File: config.mk
export PLATFORM = sky130hd
export DESIGN_NAME = dps_parameter_memory_set
export DESIGN_NICKNAME = d
export VERILOG_FILES = /design/src/rtl/dps_pkg.sv /design/src/rtl/dps_fifo.sv /design/src/rtl/dps_slot_mem.sv /design/src/rtl/dps_parameter_memory_set.sv
export SDC_FILE = /design/constraint.sdc
export NUM_CORES = 2
export LEC_CHECK = 0
export BUFFER_PORTS_ARGS = -buffer_cell sky130_fd_sc_hd__buf_2
export CORE_UTILIZATION = 51
export CTS_CLUSTER_SIZE = 20
export DETAILED_ROUTE_END_ITERATION = 7
export PLACE_DENSITY = 0.67
export SYNTH_ARGS = -nofsm -noshare
export SYNTH_HDL_FRONTEND = slang
export SYNTH_SLANG_ARGS = --single-unit
File: constraint.sdc
create_clock -name i_sys_clk -period 23.7 [get_ports i_sys_clk]
set_input_delay 0 -clock i_sys_clk [delete_from_list [all_inputs] [get_ports i_sys_clk]]
set_output_delay 0 -clock i_sys_clk [all_outputs]
set_load 0.01 [all_outputs]
File: src/rtl/dps_pkg.sv
package dps_pkg;
  // register byte offsets (parameter set layout)
  localparam logic [7:0] DPS_OFF_OPTIONS   = 8'h00;
  localparam logic [7:0] DPS_OFF_SRC_START = 8'h04;
  localparam logic [7:0] DPS_OFF_COUNTS    = 8'h08;
  localparam logic [7:0] DPS_OFF_DST_START = 8'h0C;
  localparam logic [7:0] DPS_OFF_ASTEP     = 8'h10;
  localparam logic [7:0] DPS_OFF_LINK      = 8'h14;
  localparam logic [7:0] DPS_OFF_FSTEP     = 8'h18;
  localparam logic [7:0] DPS_OFF_FRAMES    = 8'h1C;
  localparam logic [7:0] DPS_OFF_CONTROL   = 8'h20;
  localparam logic [7:0] DPS_OFF_STATUS    = 8'h24;
  localparam logic [7:0] DPS_OFF_LINKADDR  = 8'h28;
  // field positions
  localparam int DPS_OPT_SRC_MODE_BIT = 0;
  localparam int DPS_OPT_DST_MODE_BIT = 1;
  localparam int DPS_OPT_SYNC_DIM_BIT = 2;
  localparam int DPS_CTL_EVENT_BIT    = 0;
  localparam int DPS_HALF_LO          = 0;
  localparam int DPS_HALF_HI          = 16;
  localparam int DPS_HALF_W           = 16;
  // special values and reset values
  localparam logic [15:0] DPS_NULL_LINK    = 16'hFFFF;
  localparam logic [4:0]  DPS_LINK_ALIGN0  = 5'h00;
  localparam logic [31:0] DPS_WORD_RESET   = 32'h0000_0000;
  localparam logic [31:0] DPS_UNMAPPED_RD  = 32'h0000_0000;
  localparam int          DPS_FIFO_DEPTH   = 8;
  localparam int          DPS_LINK_SLOTS   = 4;
  typedef enum logic [2:0] {
    DPS_IDLE  = 3'b000,
    DPS_EMIT  = 3'b001,
    DPS_STEP  = 3'b010,
    DPS_LINK  = 3'b011,
    DPS_DONE  = 3'b100
  } dps_state_t;
endpackage

File: src/rtl/dps_fifo.sv
`timescale 1ns/1ps
module dps_fifo #(
  parameter int WIDTH = 64,
  parameter int DEPTH = 8
) (
  // clock and reset
  input  wire logic             i_sys_clk,
  input  wire logic             i_rst,
  // fill side
  input  wire logic             i_in_valid,
  output logic                  o_in_ready,
  input  wire logic [WIDTH-1:0] i_in_data,
  // drain side
  output logic                  o_out_valid,
  input  wire logic             i_out_ready,
  output logic      [WIDTH-1:0] o_out_data
);
  localparam int AW = $clog2(DEPTH);
  initial
  begin
    if (DEPTH < 2 || (1 << AW) != DEPTH) $error("depth must be a power of two");
  end
  logic [WIDTH-1:0] mem_reg [DEPTH];
  logic [AW-1:0]    wr_reg;
  logic [AW-1:0]    rd_reg;
  logic [AW:0]      cnt_reg;
  logic             push;
  logic             pop;
  assign o_in_ready  = (cnt_reg != (AW+1)'(DEPTH));
  assign o_out_valid = (cnt_reg != '0);
  assign o_out_data  = mem_reg[rd_reg];
  assign push        = i_in_valid & o_in_ready;
  assign pop         = o_out_valid & i_out_ready;
  // storage
  always_ff @(posedge i_sys_clk)
  begin
    if (push) mem_reg[wr_reg] <= i_in_data;
  end
  // pointers and fill level
  always_ff @(posedge i_sys_clk or posedge i_rst)
  begin
    if (i_rst)
    begin
      wr_reg  <= '0;
      rd_reg  <= '0;
      cnt_reg <= '0;
    end
    else
    begin
      if (push) wr_reg <= wr_reg + AW'(1);
      if (pop) rd_reg <= rd_reg + AW'(1);
      cnt_reg <= cnt_reg + (AW+1)'(push) - (AW+1)'(pop);
    end
  end
endmodule // dps_fifo

File: src/rtl/dps_slot_mem.sv
`timescale 1ns/1ps
module dps_slot_mem
  import dps_pkg::*;
#(
  parameter int SLOTS = 4
) (
  // clock
  input  wire logic        i_sys_clk,
  // write port
  input  wire logic        i_we,
  input  wire logic [15:0] i_waddr,
  input  wire logic [31:0] i_wdata,
  // read port
  input  wire logic [15:0] i_raddr,
  output logic      [31:0] o_rdata
);
  localparam int SW = $clog2(SLOTS);
  initial
  begin
    if (SLOTS < 2 || (1 << SW) != SLOTS || SW > 6) $error("slots must be a power of two, 2 to 64");
  end
  logic [31:0] mem_reg [SLOTS*8];
  logic [SW+2:0] wi;
  logic [SW+2:0] ri;
  assign wi      = i_waddr[SW+4:2];
  assign ri      = i_raddr[SW+4:2];
  assign o_rdata = mem_reg[ri];
  always_ff @(posedge i_sys_clk)
  begin
    if (i_we) mem_reg[wi] <= i_wdata;
  end
endmodule // dps_slot_mem

File: src/rtl/dps_parameter_memory_set.sv
`timescale 1ns/1ps
// Contract
// - source start word is the byte address of the first read byte
// - destination start word is the byte address of the first written byte
// - counts word low half is bytes per array
// - counts word high half is arrays per frame
// - array step high half offsets destination between arrays
// - array step low half offsets source between arrays
// - all four steps are 16-bit two's complement, sign extended
// - arrays-per-frame reloads from reload field after last array of frame
// - link half addresses the set copied in once current set exhausted
// - link value all ones means no further set
// - frame step high half offsets destination between frames
// - frame step low half offsets source between frames
// - frames word low half is frames per block
// - sync dimension 0 moves one array per event, 1 a frame
// - address mode 0 increments addresses byte by byte in an array
module dps_parameter_memory_set
  import dps_pkg::*;
#(
  parameter int FIFO_DEPTH = DPS_FIFO_DEPTH,
  parameter int LINK_SLOTS = DPS_LINK_SLOTS
) (
  // clock and reset
  input  wire logic        i_sys_clk,
  input  wire logic        i_rst,
  // apb slave
  input  wire logic        i_psel,
  input  wire logic        i_penable,
  input  wire logic        i_pwrite,
  input  wire logic [11:0] i_paddr,
  input  wire logic [31:0] i_pwdata,
  output logic             o_pready,
  output logic      [31:0] o_prdata,
  output logic             o_pslverr,
  // transfer request stream
  output logic             o_req_valid,
  input  wire logic        i_req_ready,
  output logic      [31:0] o_req_src,
  output logic      [31:0] o_req_dst,
  output logic      [15:0] o_req_bytes,
  output logic             o_req_src_fixed,
  output logic             o_req_dst_fixed,
  // status
  output logic             o_busy,
  output logic             o_set_done
);
  initial
  begin
    if (FIFO_DEPTH < 2) $error("fifo depth too small");
  end
  logic [31:0] options_reg;
  logic [31:0] source_start_address_reg;
  logic [31:0] array_and_frame_counts_reg;
  logic [31:0] destination_start_address_reg;
  logic [31:0] array_step_offsets_reg;
  logic [31:0] next_set_and_count_reload_reg;
  logic [31:0] frame_step_offsets_reg;
  logic [31:0] frames_per_block_reg;
  logic [31:0] link_area_addr_reg;
  dps_state_t  state_reg;
  logic [31:0] arr_src_reg;
  logic [31:0] arr_dst_reg;
  logic [31:0] frm_src_reg;
  logic [31:0] frm_dst_reg;
  logic [15:0] arrays_left_reg;
  logic [15:0] frames_left_reg;
  logic        pending_reg;
  logic [2:0]  link_idx_reg;
  logic [15:0] link_base_reg;
  logic        done_reg;
  logic        pready_reg;
  logic [31:0] prdata_reg;
  logic        pslverr_reg;
  logic        wr_acc;
  logic        rd_acc;
  logic        mapped;
  logic        ctl_event;
  logic        area_we;
  logic [31:0] area_rdata;
  logic        fifo_ready;
  logic        fifo_valid;
  logic [81:0] fifo_out;
  logic        emit;
  logic [15:0] array_byte_count;
  logic [15:0] arrays_per_frame_reload;
  logic [15:0] next_link;
  logic        sync_dimension;
  logic [31:0] source_array_step;
  logic [31:0] destination_array_step;
  logic [31:0] source_frame_step;
  logic [31:0] destination_frame_step;
  logic        last_array;
  logic        last_frame;
  logic [15:0] link_word_addr;

  assign array_byte_count        = array_and_frame_counts_reg[DPS_HALF_LO +: DPS_HALF_W];
  assign arrays_per_frame_reload = next_set_and_count_reload_reg[DPS_HALF_HI +: DPS_HALF_W];
  assign next_link               = next_set_and_count_reload_reg[DPS_HALF_LO +: DPS_HALF_W];
  assign sync_dimension          = options_reg[DPS_OPT_SYNC_DIM_BIT];
  assign source_array_step       = {{16{array_step_offsets_reg[15]}}, array_step_offsets_reg[15:0]};
  assign destination_array_step  = {{16{array_step_offsets_reg[31]}}, array_step_offsets_reg[31:16]};
  assign source_frame_step       = {{16{frame_step_offsets_reg[15]}}, frame_step_offsets_reg[15:0]};
  assign destination_frame_step  = {{16{frame_step_offsets_reg[31]}}, frame_step_offsets_reg[31:16]};
  assign last_array              = (arrays_left_reg == 16'h0001);
  assign last_frame              = (frames_left_reg == 16'h0001);
  assign link_word_addr          = link_base_reg + {8'h00, 3'b000, link_idx_reg, 2'b00};

  // apb decode
  assign wr_acc    = i_psel & i_penable & i_pwrite & ~pready_reg;
  assign rd_acc    = i_psel & i_penable & ~i_pwrite & ~pready_reg;
  assign mapped    = (i_paddr[11:8] == 4'h0) && (i_paddr[7:0] <= DPS_OFF_LINKADDR) && (i_paddr[1:0] == 2'b00);
  assign ctl_event = wr_acc && i_paddr[7:0] == DPS_OFF_CONTROL && i_pwdata[DPS_CTL_EVENT_BIT];
  assign area_we   = i_psel & i_penable & i_pwrite & ~pready_reg & i_paddr[11];
  assign emit      = (state_reg == DPS_EMIT) && fifo_ready;

  // linked set storage
  dps_slot_mem #(
    .SLOTS (LINK_SLOTS)
  ) u_slots (
    .i_sys_clk (i_sys_clk),
    .i_we      (area_we),
    .i_waddr   ({5'h00, i_paddr[10:0]}),
    .i_wdata   (i_pwdata),
    .i_raddr   (state_reg == DPS_LINK ? link_word_addr : {5'h00, i_paddr[10:0]}),
    .o_rdata   (area_rdata)
  );

  // request buffer
  dps_fifo #(
    .WIDTH (82),
    .DEPTH (FIFO_DEPTH)
  ) u_fifo (
    .i_sys_clk   (i_sys_clk),
    .i_rst       (i_rst),
    .i_in_valid  (emit),
    .o_in_ready  (fifo_ready),
    // addresses and byte count of one array
    .i_in_data   ({options_reg[DPS_OPT_DST_MODE_BIT], options_reg[DPS_OPT_SRC_MODE_BIT],
                   array_byte_count, arr_dst_reg, arr_src_reg}),
    .o_out_valid (fifo_valid),
    .i_out_ready (i_req_ready | ~o_req_valid),
    .o_out_data  (fifo_out)
  );

  // request output stage
  always_ff @(posedge i_sys_clk or posedge i_rst)
  begin
    if (i_rst)
    begin
      o_req_valid     <= 1'b0;
      o_req_src       <= '0;
      o_req_dst       <= '0;
      o_req_bytes     <= '0;
      o_req_src_fixed <= 1'b0;
      o_req_dst_fixed <= 1'b0;
    end
    else if (i_req_ready | ~o_req_valid)
    begin
      o_req_valid     <= fifo_valid;
      o_req_src       <= fifo_out[31:0];
      o_req_dst       <= fifo_out[63:32];
      o_req_bytes     <= fifo_out[79:64];
      o_req_src_fixed <= fifo_out[80];
      o_req_dst_fixed <= fifo_out[81];
    end
  end

  // apb response
  always_ff @(posedge i_sys_clk or posedge i_rst)
  begin
    if (i_rst)
    begin
      pready_reg  <= 1'b0;
      prdata_reg  <= DPS_WORD_RESET;
      pslverr_reg <= 1'b0;
    end
    else
    begin
      pready_reg  <= i_psel & i_penable & ~pready_reg;
      pslverr_reg <= (wr_acc | rd_acc) & ~mapped & ~i_paddr[11];
      if (rd_acc)
      begin
        if (i_paddr[11]) prdata_reg <= area_rdata;
        else
        begin
          case (i_paddr[7:0])
            DPS_OFF_OPTIONS:   prdata_reg <= options_reg;
            DPS_OFF_SRC_START: prdata_reg <= source_start_address_reg;
            DPS_OFF_COUNTS:    prdata_reg <= array_and_frame_counts_reg;
            DPS_OFF_DST_START: prdata_reg <= destination_start_address_reg;
            DPS_OFF_ASTEP:     prdata_reg <= array_step_offsets_reg;
            DPS_OFF_LINK:      prdata_reg <= next_set_and_count_reload_reg;
            DPS_OFF_FSTEP:     prdata_reg <= frame_step_offsets_reg;
            DPS_OFF_FRAMES:    prdata_reg <= frames_per_block_reg;
            DPS_OFF_STATUS:    prdata_reg <= {29'h0, pending_reg, done_reg, state_reg != DPS_IDLE};
            DPS_OFF_LINKADDR:  prdata_reg <= link_area_addr_reg;
            default:           prdata_reg <= DPS_UNMAPPED_RD;
          endcase
        end
      end
    end
  end
  assign o_pready  = pready_reg;
  assign o_prdata  = prdata_reg;
  assign o_pslverr = pslverr_reg;

  // parameter set words, written by software or updated while running
  always_ff @(posedge i_sys_clk or posedge i_rst)
  begin
    if (i_rst)
    begin
      options_reg                   <= DPS_WORD_RESET;
      source_start_address_reg      <= DPS_WORD_RESET;
      array_and_frame_counts_reg    <= DPS_WORD_RESET;
      destination_start_address_reg <= DPS_WORD_RESET;
      array_step_offsets_reg        <= DPS_WORD_RESET;
      next_set_and_count_reload_reg <= {DPS_WORD_RESET[31:16], DPS_NULL_LINK};
      frame_step_offsets_reg        <= DPS_WORD_RESET;
      frames_per_block_reg          <= DPS_WORD_RESET;
      link_area_addr_reg            <= DPS_WORD_RESET;
    end
    else if (state_reg == DPS_LINK)
    begin
      // copy linked set one word per cycle
      case (link_idx_reg)
        3'd0: options_reg                   <= area_rdata;
        3'd1: source_start_address_reg      <= area_rdata;
        3'd2: array_and_frame_counts_reg    <= area_rdata;
        3'd3: destination_start_address_reg <= area_rdata;
        3'd4: array_step_offsets_reg        <= area_rdata;
        3'd5: next_set_and_count_reload_reg <= area_rdata;
        3'd6: frame_step_offsets_reg        <= area_rdata;
        default: frames_per_block_reg       <= {16'h0000, area_rdata[15:0]};
      endcase
    end
    else if (wr_acc && state_reg == DPS_IDLE)
    begin
      case (i_paddr[7:0])
        DPS_OFF_OPTIONS:   options_reg                   <= i_pwdata;
        DPS_OFF_SRC_START: source_start_address_reg      <= i_pwdata;
        DPS_OFF_COUNTS:    array_and_frame_counts_reg    <= i_pwdata;
        DPS_OFF_DST_START: destination_start_address_reg <= i_pwdata;
        DPS_OFF_ASTEP:     array_step_offsets_reg        <= i_pwdata;
        DPS_OFF_LINK:      next_set_and_count_reload_reg <= i_pwdata;
        DPS_OFF_FSTEP:     frame_step_offsets_reg        <= i_pwdata;
        DPS_OFF_FRAMES:    frames_per_block_reg          <= {16'h0000, i_pwdata[15:0]};
        DPS_OFF_LINKADDR:  link_area_addr_reg            <= i_pwdata;
        default:           options_reg                   <= options_reg;
      endcase
    end
  end

  // event latch, set wins over consumption
  always_ff @(posedge i_sys_clk or posedge i_rst)
  begin
    if (i_rst) pending_reg <= 1'b0;
    else if (ctl_event) pending_reg <= 1'b1;
    else if (state_reg == DPS_IDLE && pending_reg) pending_reg <= 1'b0;
  end

  // sequencer
  always_ff @(posedge i_sys_clk or posedge i_rst)
  begin
    if (i_rst)
    begin
      state_reg       <= DPS_IDLE;
      arr_src_reg     <= '0;
      arr_dst_reg     <= '0;
      frm_src_reg     <= '0;
      frm_dst_reg     <= '0;
      arrays_left_reg <= '0;
      frames_left_reg <= '0;
      link_idx_reg    <= '0;
      link_base_reg   <= DPS_NULL_LINK;
      done_reg        <= 1'b0;
    end
    else
    begin
      case (state_reg)
        DPS_IDLE:
        begin
          if (pending_reg)
          begin
            done_reg <= 1'b0;
            if (frames_left_reg == 16'h0000)
            begin
              // fresh set starts at its base
              arr_src_reg     <= source_start_address_reg;
              arr_dst_reg     <= destination_start_address_reg;
              frm_src_reg     <= source_start_address_reg;
              frm_dst_reg     <= destination_start_address_reg;
              arrays_left_reg <= array_and_frame_counts_reg[DPS_HALF_HI +: DPS_HALF_W];
              frames_left_reg <= frames_per_block_reg[DPS_HALF_LO +: DPS_HALF_W];
            end
            state_reg <= DPS_EMIT;
          end
        end
        DPS_EMIT:
        begin
          if (emit) state_reg <= DPS_STEP;
        end
        DPS_STEP:
        begin
          if (!last_array)
          begin
            arr_src_reg     <= arr_src_reg + source_array_step;
            arr_dst_reg     <= arr_dst_reg + destination_array_step;
            arrays_left_reg <= arrays_left_reg - 16'h0001;
            // one array per event unless frame synchronised
            state_reg       <= sync_dimension ? DPS_EMIT : DPS_IDLE;
          end
          else if (!last_frame)
          begin
            arr_src_reg     <= frm_src_reg + source_frame_step;
            arr_dst_reg     <= frm_dst_reg + destination_frame_step;
            frm_src_reg     <= frm_src_reg + source_frame_step;
            frm_dst_reg     <= frm_dst_reg + destination_frame_step;
            arrays_left_reg <= arrays_per_frame_reload;
            frames_left_reg <= frames_left_reg - 16'h0001;
            state_reg       <= DPS_IDLE;
          end
          else
          begin
            frames_left_reg <= 16'h0000;
            arrays_left_reg <= 16'h0000;
            done_reg        <= 1'b1;
            link_idx_reg    <= 3'd0;
            link_base_reg   <= next_link;
            state_reg       <= (next_link == DPS_NULL_LINK) ? DPS_DONE : DPS_LINK;
          end
        end
        DPS_LINK:
        begin
          link_idx_reg <= link_idx_reg + 3'd1;
          if (link_idx_reg == 3'd7) state_reg <= DPS_DONE;
        end
        DPS_DONE:
        begin
          state_reg <= DPS_IDLE;
        end
        default:
        begin
          state_reg <= DPS_IDLE;
        end
      endcase
    end
  end

  // status outputs
  always_ff @(posedge i_sys_clk or posedge i_rst)
  begin
    if (i_rst)
    begin
      o_busy     <= 1'b0;
      o_set_done <= 1'b0;
    end
    else
    begin
      o_busy     <= (state_reg != DPS_IDLE) | pending_reg;
      o_set_done <= (state_reg == DPS_DONE);
    end
  end
endmodule // dps_parameter_memory_set

==> results <==
- In the layout the commonest cells are 1680 x sky130_fd_sc_hd__edfxtp_1, 1131 x sky130_fd_sc_hd__nand2_1, 550 x sky130_fd_sc_hd__dfrtp_1.
- The pre-antenna-repair detailed-routing pass consisted of 7 iterations.
- The kind of end point of the critical path is a flip-flop.
- The final max-slew violation count is 0.
- Setup slack on the critical path of the routed design comes to 17.91 ns.
- The vias after detailed routing is 60929.
- Once detailed placement completed, the half-perimeter wirelength came to 155000 µm.
- For this block, the routed nets add up to around 270000 µm of wire.
- The delay of the slowest cell on the worst path is 1.01 ns.
- The signal on the critical path passes through ha_1, fa_1, mux2i_4, buf_4, buf_4, buf_4, nand2_1, a32oi_1, a31oi_1, nor4_1, mux2_2, mux2_2.
- The total I/O pin count is 169.
- The die is around 440 µm tall.
- The worst-case IR drop observed on VDD is 72.6 µV.
- Synthesis inferred about 2300 register bits.
- Buffers added to address setup during post-CTS repair amount to 0.
- Once detail routing completed, the nets flagged for antenna violations numbered 0.
- Setup repair after global routing left no endpoint under its margin.
- The count of buffers added on input and output ports is 168.
- The floorplan has 159 rows.
- Using the TritonRoute via totals, the vias-per-cell ratio works out to 6.22.
- TritonCTS built the clock tree.
- The net total in the final layout is 7300.
- The clock-pin slew reported for the worst setup and hold paths after clock tree synthesis is 0.06 ns.
- Entering global routing, the biggest net connects 177 pins.
- The leading cell type in the layout, fill and taps excluded is sky130_fd_sc_hd__edfxtp_1.
- The clock passes through at most 3 buffers.
- The wire length per cell after detailed routing is about 27 µm.
- The post-route clock period utilization is 24.4%.
- Global routing finished with a remaining overflow of 0.
- The cell area after technology mapping is 96200 µm².
- The total number of H-tree levels is 4.
- The power density over the cells is 116 nW/µm².
- The number of buffers added by the clock tree synthesis step is 220.
- At the pin with the least slew margin, the transition time is 1.26 ns.
- For this design the static power due to leakage is 39.4 nW.
- The number of buffers and inverters on the critical path is 3.
- The number of flip-flops under the largest register name is 1024.
- The multi-input gate area in the final layout is 29900 µm².
- The initial core utilization is 51.3%.
- For this run, the number of Yosys warnings is 0.
- The number of clock sinks is 2254.
- The cell family contributing the most delay on the critical path is buffers and inverters.
- The die covers 190000 µm².
- The synthesized instance count is 6926.
- The peak fanout along the critical path is 71.
- The number of hold violations in the final report came to 0.
- Compared with the post-synthesis result, the final layout area differs by 11.9%.
- The data required time of the worst path is 24.51 ns.
- The width of the die is approximately 440 µm.
- The final estimated routing congestion in global placement is roughly 0.93.
- For the worst-skew pair, the clock arrives at the later sink with an insertion delay of 0.88 ns.
- The count of distinct cell types in the synthesized netlist is 92.
- The count of routing violations after the opening detailed-route iteration is 6865.
- The max-capacitance violation count is 0.
- On the critical path, the stage with the largest delay is an instance of sky130_fd_sc_hd__nor4_1.
- Clock skew on the completed layout was measured at 0.0431 ns.
- Across every metal layer, demand over resource in global routing totals 27.9%.
- The first global-routing pass estimated 396000 µm of wire.
- The number of enable-type register cells in the synthesized netlist is 1680.
- Sequential cells were found to cover between 60% and 70% of the synthesized design area.
- The via count of the first global-routing pass was between 50000 and 60000.
- The summed negative setup slack over all endpoints is 0 ns.
- Setup violations remaining at the end of the flow were counted as 0.
- The leading register cell type out of synthesis is sky130_fd_sc_hd__edfxtp_1.
- The post-CTS resize count is 0.
- The number of fill cells is 14695.
- Before CTS, the worst setup slack after placement is 18.14 ns.
- The initial antenna violation count is 21.
- Headroom to the max-slew limit came out at 15.0%.
- The number of nets in the synthesized netlist is 7128.
- The final critical path time including I/O delays and setup is 5.79 ns.
- The maximum clock frequency is 173 MHz.
- In the routed design, unresolved DRC markers number 0.
- The data arrival at the endpoint of the critical path is approximately 6.6 ns.
- In the synthesized netlist the async set-or-reset flop fraction comes to 25.5%.
- The clock root buffer is sky130_fd_sc_hd__clkbuf_16.
- The flow ran to the end, and the final reports show no timing, DRC or antenna violations.
- The category of the worst setup path launch point is a flip-flop.
- The area of the core is 188000 µm².
- The area taken by flip-flops and latches is 64800 µm².
- The path category of the worst min-delay check is input pin to flip-flop.
- Among the stages of the critical path, the cell type that occurs most often is sky130_fd_sc_hd__buf_4.
- Each instance of the synthesized netlist takes up on average 13.9 µm².
- The worst setup path is of the flip-flop to flip-flop kind.
- In the final layout, the share of cells above drive strength 1 is 16.9%.
==> per-layer routing <==
layer | part of all wire, % | track usage, % | up-vias
met4 | 4.5 | 12.3 | 20
met5 | 0.050 | 0 | -
li1 | - | - | 26776
met3 | 7.9 | 4.79 | 560
met1 | 40 | 37.9 | 30928
met2 | 47 | 44.2 | 2645
==> per-stage QoR <==
step / power (mW) / instances / utilization [%] / instance area [µm²] / hold slack, ns
after floorplan: 7.81 / 6926 / - / 96200 / 0.0989
after global placement: 8.91 / 9324 / 53.3 / 100000 / 0.0607
after detailed placement: 9.00 / 9324 / 53.3 / 100000 / 0.0676
after CTS: 12.5 / 9781 / 57.4 / 108000 / 0.153
after global routing: 13.0 / 9783 / 57.4 / 108000 / 0.215
final: 12.4 / 9792 / 57.4 / 108000 / 0.210
==> synthesized netlist by cell type (all sizes together), types with 21 or more instances <==
library cell | number | share of area, %
mux2i | 222 | 2.3
inv | 47 | 0.18
buf | 195 | 1.0
a32oi | 138 | 1.3
xnor2 | 67 | 0.61
a221oi | 35 | 0.33
o211ai | 29 | 0.23
nand3 | 298 | 1.5
mux4 | 164 | 3.8
and3 | 23 | 0.15
a211oi | 34 | 0.27
edfxtp | 1680 | 52
nor2 | 275 | 1.1
a31oi | 206 | 1.3
a22oi | 64 | 0.50
dfstp | 21 | 0.57
a21oi | 257 | 1.3
ha | 146 | 1.9
nand2 | 1136 | 4.4
nand4 | 21 | 0.14
o21ai | 282 | 1.5
nor3 | 37 | 0.21
dfrtp | 553 | 14
xor2 | 57 | 0.52
mux2 | 314 | 3.7
clkbuf | 211 | 0.82
nor4 | 41 | 0.27
a22o | 35 | 0.32
a21o | 79 | 0.62
==> path summary, 6_finish.rpt <==
check | to | slack (ns) | cells after the start | start
max | array_and_frame_counts_reg[1] | 17.91 | 12 | link_idx_reg[0]
min | u_slots.mem_reg[2][15] | 0.21 | 3 | i_pwdata[15]
max reg2reg | array_and_frame_counts_reg[1] | 17.91 | 12 | link_idx_reg[0]
min reg2reg | o_req_dst[26] | 0.47 | 2 | o_req_dst[26]
max in group asynchronous | array_and_frame_counts_reg[27] | 20.32 | 7 | i_rst
min in group asynchronous | o_pready | 0.30 | 4 | i_rst
==> tightest hold or removal path, delay by kind of cell <==
family	cells	cell delay (ns)
buffers and inverters	3	0.86
==> final cells by class <==
| cell class | instances | share of cell area (%) |
|---|---|---|
| Antenna cell | 11 | 0.0256 |
| Clock buffer | 289 | 5.49 |
| Clock inverter | 121 | 1.16 |
| Inverter | 47 | 0.171 |
| Multi-Input combinational cell | 4219 | 27.8 |
| Sequential cell | 2254 | 60.2 |
| Tap cell | 2495 | 2.90 |
| Timing Repair Buffer | 356 | 2.26 |
==> cell families (layout without fill, tap and decap cells) <==
family | Yosys count | after routing | share of synthesized area [%]
multiplexers | 700 | 700 | 9.83
flip-flops | 2254 | 2254 | 67.4
other | 0 | 11 | 0
AO/OA/AOI/OAI | 1309 | 1309 | 9.01
buffers and inverters | 453 | 813 | 2.05
adder cells (fa/ha/maj) | 152 | 152 | 2.02
AND/OR/NAND/NOR | 1934 | 1934 | 8.59
XOR/XNOR | 124 | 124 | 1.13
==> where the power goes <==
part | internal, mW | leakage [nW] | switching, mW | total (mW)
clock | 1.96 | 3.46 | 1.52 | 3.48
sequential | 4.91 | 22.5 | 0.591 | 5.50
combinational | 1.36 | 13.4 | 2.10 | 3.47
==> timing repair <==
item / CTS / global route
hold endpoints to repair: 1243 / 0
setup endpoints to repair: 0 / 0
hold buffers: 47 / 0
No activity file was read; power rests on OpenSTA's default activity.
